$ cat src/pkg/bsk_map.svh
`ifndef BSK_MAP_SVH
`define BSK_MAP_SVH
`define BSK_OPC_BIT_SET     4'h5
`define BSK_OPC_SKIP_CLEAR  4'h6
`define BSK_OPC_SKIP_SET    4'h7
`define BSK_OPC_MSB         11
`define BSK_OPC_LSB         8
`define BSK_BIT_MSB         7
`define BSK_BIT_LSB         5
`define BSK_ADDR_MSB        4
`define BSK_ADDR_LSB        0
`define BSK_NOP_WORD        12'h000
`endif

$ cat src/pkg/bsk_pkg.sv
package bsk_pkg;
	typedef enum logic [3:0] {
		BSK_OP_NONE       = 4'b0001,
		BSK_OP_BIT_SET    = 4'b0010,
		BSK_OP_SKIP_CLEAR = 4'b0100,
		BSK_OP_SKIP_SET   = 4'b1000
	} bsk_op_t;
	typedef enum logic [1:0] {
		BSK_ST_RUN   = 2'b01,
		BSK_ST_FLUSH = 2'b10
	} bsk_state_t;
endpackage

$ cat src/logic/bsk_exec.sv
// What this block does
// - opcode 0101 sets bit b of register f; flags untouched; one cycle.
// - opcode 0110 reads bit b of register f; skip next when zero.
// - successful skip-if-clear drops fetched word, runs nop; two cycles.
// - opcode 0111 reads bit b of register f; skip next when one.
// - successful skip-if-set drops prefetched word, runs nop; else one cycle.
`timescale 1ns/10ps
`include "bsk_map.svh"
module bsk_exec
	import bsk_pkg::*;
#(
	parameter int NUM_REGS = 32
)
(
	input  wire logic        sys_clk,
	input  wire logic        rst,
	input  wire logic        instr_valid,
	input  wire logic [11:0] instr,
	output logic             busy_reg,
	output logic             skip_reg,
	output logic             nop_reg,
	output logic             wr_en_reg,
	output logic [4:0]       wr_addr_reg,
	output logic [7:0]       wr_data_reg,
	output logic [11:0]      exec_word_reg,
	output logic [7:0]       status_reg
);
	logic [7:0]  file_mem [NUM_REGS];
	bsk_op_t     op;
	logic [2:0]  bit_idx;
	logic [4:0]  addr;
	logic [7:0]  sel_mask;
	logic        tested_bit;
	logic        skip_hit;
	logic        set_hit;
	logic        flushing;
	logic        take_skip;
	logic        active;
	bsk_state_t  state_reg;
	bsk_state_t  state_next;

	bsk_decode u_dec
	(
		.instr   (instr),
		.op      (op),
		.bit_idx (bit_idx),
		.addr    (addr)
	);

	// one-hot mask of the chosen bit, shared by the test and the set
	function automatic logic [7:0] bit_mask(input logic [2:0] idx);
	begin
		bit_mask = 8'h01 << idx;
	end
	endfunction

	assign flushing   = state_reg == BSK_ST_FLUSH;
	assign active     = instr_valid && !flushing;
	assign sel_mask   = bit_mask(bit_idx);
	assign tested_bit = |(file_mem[addr] & sel_mask);
	assign set_hit    = active && (op == BSK_OP_BIT_SET);
	assign take_skip  = active && skip_hit;

	// test outcome for the two skip forms
	always_comb
	begin
		skip_hit = 1'b0;
		unique case (op)
			BSK_OP_SKIP_CLEAR: skip_hit = !tested_bit;
			BSK_OP_SKIP_SET:   skip_hit = tested_bit;
			BSK_OP_BIT_SET:    skip_hit = 1'b0;
			BSK_OP_NONE:       skip_hit = 1'b0;
		endcase
	end

	// a taken skip spends one extra cycle flushing the fetched word
	always_comb
	begin
		unique case (state_reg)
			BSK_ST_RUN:   state_next = take_skip ? BSK_ST_FLUSH : BSK_ST_RUN;
			BSK_ST_FLUSH: state_next = BSK_ST_RUN;
			default:      state_next = BSK_ST_RUN;
		endcase
	end

	// run or flush state
	always_ff @(posedge sys_clk or posedge rst)
	begin
		if (rst)
		begin
			state_reg <= BSK_ST_RUN;
		end
		else
		begin
			state_reg <= state_next;
		end
	end

	// file registers, cleared on reset so every test reads a known bit
	always_ff @(posedge sys_clk or posedge rst)
	begin
		if (rst)
		begin
			for (int i = 0; i < NUM_REGS; i++)
				file_mem[i] <= 8'h00;
		end
		else if (set_hit)
		begin
			file_mem[addr] <= file_mem[addr] | sel_mask;
		end
	end

	// write port mirror, enable
	always_ff @(posedge sys_clk or posedge rst)
	begin
		if (rst)
		begin
			wr_en_reg <= 1'b0;
		end
		else
		begin
			wr_en_reg <= set_hit;
		end
	end

	// write port mirror, address
	always_ff @(posedge sys_clk or posedge rst)
	begin
		if (rst)
		begin
			wr_addr_reg <= 5'h00;
		end
		else
		begin
			wr_addr_reg <= addr;
		end
	end

	// write port mirror, new register value
	always_ff @(posedge sys_clk or posedge rst)
	begin
		if (rst)
		begin
			wr_data_reg <= 8'h00;
		end
		else
		begin
			wr_data_reg <= file_mem[addr] | sel_mask;
		end
	end

	// executed word, discarded fetch becomes nop
	always_ff @(posedge sys_clk or posedge rst)
	begin
		if (rst)
		begin
			exec_word_reg <= `BSK_NOP_WORD;
		end
		else if (flushing)
		begin
			exec_word_reg <= `BSK_NOP_WORD;
		end
		else
		begin
			exec_word_reg <= instr;
		end
	end

	// nop substituted for the discarded word
	always_ff @(posedge sys_clk or posedge rst)
	begin
		if (rst)
		begin
			nop_reg <= 1'b0;
		end
		else
		begin
			nop_reg <= flushing && instr_valid;
		end
	end

	// taken skip pulse
	always_ff @(posedge sys_clk or posedge rst)
	begin
		if (rst)
		begin
			skip_reg <= 1'b0;
		end
		else
		begin
			skip_reg <= take_skip;
		end
	end

	// high during the flush cycle
	always_ff @(posedge sys_clk or posedge rst)
	begin
		if (rst)
		begin
			busy_reg <= 1'b0;
		end
		else
		begin
			busy_reg <= state_next == BSK_ST_FLUSH;
		end
	end

	// no flag is altered by these three operations
	always_ff @(posedge sys_clk or posedge rst)
	begin
		if (rst)
		begin
			status_reg <= 8'h00;
		end
		else
		begin
			status_reg <= status_reg;
		end
	end
endmodule

$ cat src/logic/bsk_decode.sv
`timescale 1ns/10ps
`include "bsk_map.svh"
module bsk_decode
	import bsk_pkg::*;
(
	input  wire logic [11:0] instr,
	output bsk_op_t          op,
	output logic [2:0]       bit_idx,
	output logic [4:0]       addr
);
	always_comb
	begin
		bit_idx = instr[`BSK_BIT_MSB:`BSK_BIT_LSB];
		addr    = instr[`BSK_ADDR_MSB:`BSK_ADDR_LSB];
		unique case (instr[`BSK_OPC_MSB:`BSK_OPC_LSB])
			`BSK_OPC_BIT_SET:    op = BSK_OP_BIT_SET;
			`BSK_OPC_SKIP_CLEAR: op = BSK_OP_SKIP_CLEAR;
			`BSK_OPC_SKIP_SET:   op = BSK_OP_SKIP_SET;
			default:             op = BSK_OP_NONE;
		endcase
	end
endmodule

$ cat config.mk
export PLATFORM = sky130hd
export DESIGN_NAME = bsk_exec
export DESIGN_NICKNAME = d
export VERILOG_FILES = /design/src/pkg/bsk_pkg.sv /design/src/logic/bsk_exec.sv /design/src/logic/bsk_decode.sv
export VERILOG_INCLUDE_DIRS = /design/src /design/src/pkg
export SDC_FILE = /design/constraint.sdc
export NUM_CORES = 1
export LEC_CHECK = 0
export BUFFER_PORTS_ARGS = -buffer_cell sky130_fd_sc_hd__clkbuf_2
export CAP_MARGIN = 40
export CORE_UTILIZATION = 57
export CTS_CLUSTER_SIZE = 16
export DETAILED_ROUTE_END_ITERATION = 8
export PLACE_DENSITY_LB_ADDON = 0.08
export SLEW_MARGIN = 25
export SYNTH_ARGS = -nofsm -noshare
export SYNTH_HDL_FRONTEND = slang
export SYNTH_SLANG_ARGS = --single-unit
$ cat constraint.sdc
create_clock -name sys_clk -period 9.89 [get_ports sys_clk]
set_clock_uncertainty 0.05 [all_clocks]
set_input_delay 0.989 -clock sys_clk [delete_from_list [all_inputs] [get_ports sys_clk]]
set_output_delay 0.989 -clock sys_clk [all_outputs]
set_load 0.05 [all_outputs]
==> flow_metrics.env <==
export IMPL_cp_end_kind="flop"
export IMPL_worstRegToRegCells=7
export IMPL_crit_family="simple AND/OR/NAND/NOR gates"
export IMPL_power_leakage_nw=6.98
export IMPL_vias_per_cell=6.11
export IMPL_ff2ff_setup_slack_ps=6440
export IMPL_crit_required_ps=10270
export IMPL_fmax_mhz=241
export IMPL_async_reset_ff_frac=1.00
export IMPL_dieArea_mm2=0.0232
export IMPL_final_util=0.652
export IMPL_totalWireLength_um=32500
export IMPL_crit_type="input port to flop"
export IMPL_grt_pass1_vias=8329
export IMPL_slowest_stage="nand3_2"
export IMPL_post_cts_buffers=0
export IMPL_ioPinCount=52
export IMPL_cts_buffers=30
export IMPL_cts_buffer_depth=3
export IMPL_start_util=0.585
export IMPL_root_buffer="clkbuf_16"
export IMPL_syn_avg_cell_area_um2=11.9
export IMPL_hold_viol=0
export IMPL_final_nets=1098
export IMPL_worst_slew_pin_slew_ps=836
export IMPL_die_h_um=152
export IMPL_relSlewSlack=0.443
export IMPL_cts_max_level=1
export IMPL_synthCells=1081
export IMPL_drv_slew=0
export IMPL_syn2layout_area_growth_pct=11.4
export IMPL_worstHoldPathType="flop to flop"
export IMPL_failed_checks="design-rule violations"
export IMPL_io_buffers=43
export IMPL_post_route_min_period_ps=4160
export IMPL_drt_first_iter_violations=656
export IMPL_crit_arrival_ps=4530
export IMPL_largest_register_ff_count=256
export IMPL_dpl_hpwl_um=20900
export IMPL_cp_num_buf_inv=3
export IMPL_dpl_instance_area_mm2=0.0132
export IMPL_finalPower_mw=2.56
export IMPL_hp_start="file_mem[226]"
export IMPL_detail_route_antenna_nets=0
export IMPL_grt_max_degree=184
export IMPL_insertion_delay_ps=560
export IMPL_synth_ff_latch_count=286
export IMPL_place_gp_congestion=0.895
export IMPL_dieWidth_um=152
export IMPL_power_density_mw_per_mm2=178
export IMPL_worstHoldPathCells=2
export IMPL_hold_end="file_mem[226]"
export IMPL_wl_per_cell_um=23.4
export IMPL_vdd_drop_max_mv=0.159
export IMPL_hold_buffers=0
export IMPL_synth_top_family_by_area="multiplexers"
export IMPL_synth_adder_area_share=0
export IMPL_antenna_found_initial=1
export IMPL_grtUsageTotal=0.288
export IMPL_start_kind="input port"
export IMPL_yosysUniqueCellTypes=43
export IMPL_gr_total_overflow=0
export IMPL_setup_violations=0
export IMPL_synth_mux_area_frac=0.239
export IMPL_synth_flop_cell="dfrtp_1"
export IMPL_clkTransAtPathRegs_ps=60
export IMPL_final_period_utilization=0.420
export IMPL_synth_edff_count=0
export IMPL_drc=34
export IMPL_reg2reg_from="state_reg[0]"
export IMPL_dr_pass1_iters=7
export IMPL_holdWs_ps=431
export IMPL_grt_first_pass_wirelength_um=50900
export IMPL_outcome="finished, violations left"
export IMPL_synth_area_mm2=0.0129
export IMPL_synth_compound_area_frac=0.0750
export IMPL_synth_warnings=0
export IMPL_synthSimpleGateAreaFrac=0.0877
export IMPL_synth_xor_xnor_area_share=0
export IMPL_yosysSeqAreaShare=0.555
export IMPL_cts_resized=0
export IMPL_crit_chain="buf_6, buf_4, buf_16, mux2i_1, o22ai_1, nor4_1, nand3_2, mux2_2"
export IMPL_drv_cap=0
export IMPL_rows=54
export IMPL_cp_max_fo=41
export IMPL_core_area_mm2=0.0220
export IMPL_vias=8474
export IMPL_finalSetupTns_ps=0
export IMPL_max_stage_delay_ps=700
export IMPL_rsz0062_at_grt="false"
export IMPL_r2r_end="file_mem[95]"
export IMPL_layout_drive_gt1_share=0.276
export IMPL_final_cell_area_mm2=0.0144
export IMPL_clock_sinks=286
export IMPL_cts_tree="built"
==> layer usage <==
| layer | share of wire | global-route usage |
|---|---|---|
| met4 | 0.028 | 0.0928 |
| met2 | 0.46 | 0.454 |
| met1 | 0.46 | 0.418 |
| met5 | 0 | 0 |
| met3 | 0.053 | 0.0381 |
==> how the worst max path moves through the flow <==
stage              from            to  slack (ps)  depth (start not counted)
2_1_floorplan       rst      busy_reg         960                          1
3_3_place_gp   instr[0]  file_mem[55]        4330                          7
3_5_place_dp   instr[0]  file_mem[87]        5290                          8
4_1_cts        instr[0]  file_mem[87]        5850                          8
5_1_grt        instr[0]  file_mem[87]        5560                          8
6_report       instr[0]  file_mem[87]        5730                          8
==> cell usage after synthesis, types with 8 or more instances <==
library cell | number | share of area
dfrtp_1 | 285 | 0.55
mux2_2 | 160 | 0.14
mux2i_1 | 128 | 0.099
nor2_1 | 67 | 0.020
nand2_1 | 66 | 0.019
o22ai_1 | 64 | 0.031
clkbuf_1 | 57 | 0.017
a21oi_1 | 49 | 0.019
o21ai_0 | 44 | 0.017
buf_2 | 25 | 0.0097
and2_1 | 12 | 0.0058
nor4_1 | 10 | 0.0049
buf_1 | 9 | 0.0026
buf_4 | 9 | 0.0052
nor3_1 | 9 | 0.0035
nand2b_1 | 8 | 0.0039
==> worst min-delay path: cells and delay by family (launching register included) <==
| kind | cells | cell delay (ps) |
|---|---|---|
| AND/OR/NAND/NOR | 1 | 40 |
| flip-flops | 1 | 340 |
| AO/OA/AOI/OAI | 1 | 60 |
==> cell families after synthesis <==
| family | after synthesis |
|---|---|
| muxes | 288 |
| DFF | 286 |
| and+or+nand+nor | 221 |
| AOI/OAI and AO/OA | 171 |
| buffers and inverters | 114 |
| other | 1 |
==> final cells by class <==
class                   instances  area [um2]
fillers                      1728        7680
well taps                     280         350
diodes                          1        2.50
clock inverters                12         168
clock buffers                  43         891
repair buffers                 70         509
flip-flops and latches        286        7160
multi-input cells             688        5240
inverters                       7        33.8
==> placed cells by master (no fill, tap or decap), drive strengths merged, types with 5 or more instances in the layout <==
cell type  Yosys  final
nand2b         8      8
mux2i        128    128
nor3           9      9
nand4bb        6      6
nor4          15     15
o22ai         64     64
conb           1      8
clkinv         0      5
nand3          6      6
dfrtp        285    285
mux2         160    160
nand2         66     66
and2          12     12
o21ai         48     48
clkbuf        57     85
inv            7      7
a21oi         49     49
nor2          67     67
buf           50     28
nor2b          5      5
==> power by group <==
group | internal (mW) | switching, mW
logic | 0.0433 | 0.120
clock network | 0.727 | 0.465
registers | 1.19 | 0.00955
total | 1.96 | 0.595
==> stage by stage <==
step / cells / setup slack, ps
floorplan: 1088 / 960
CTS: 1382 / 5850
detailed placement: 1327 / 5290
global route: 1386 / 5560
finish: 1387 / 5730
global placement: 1316 / 4330
Power figures use the tool's default switching activity.
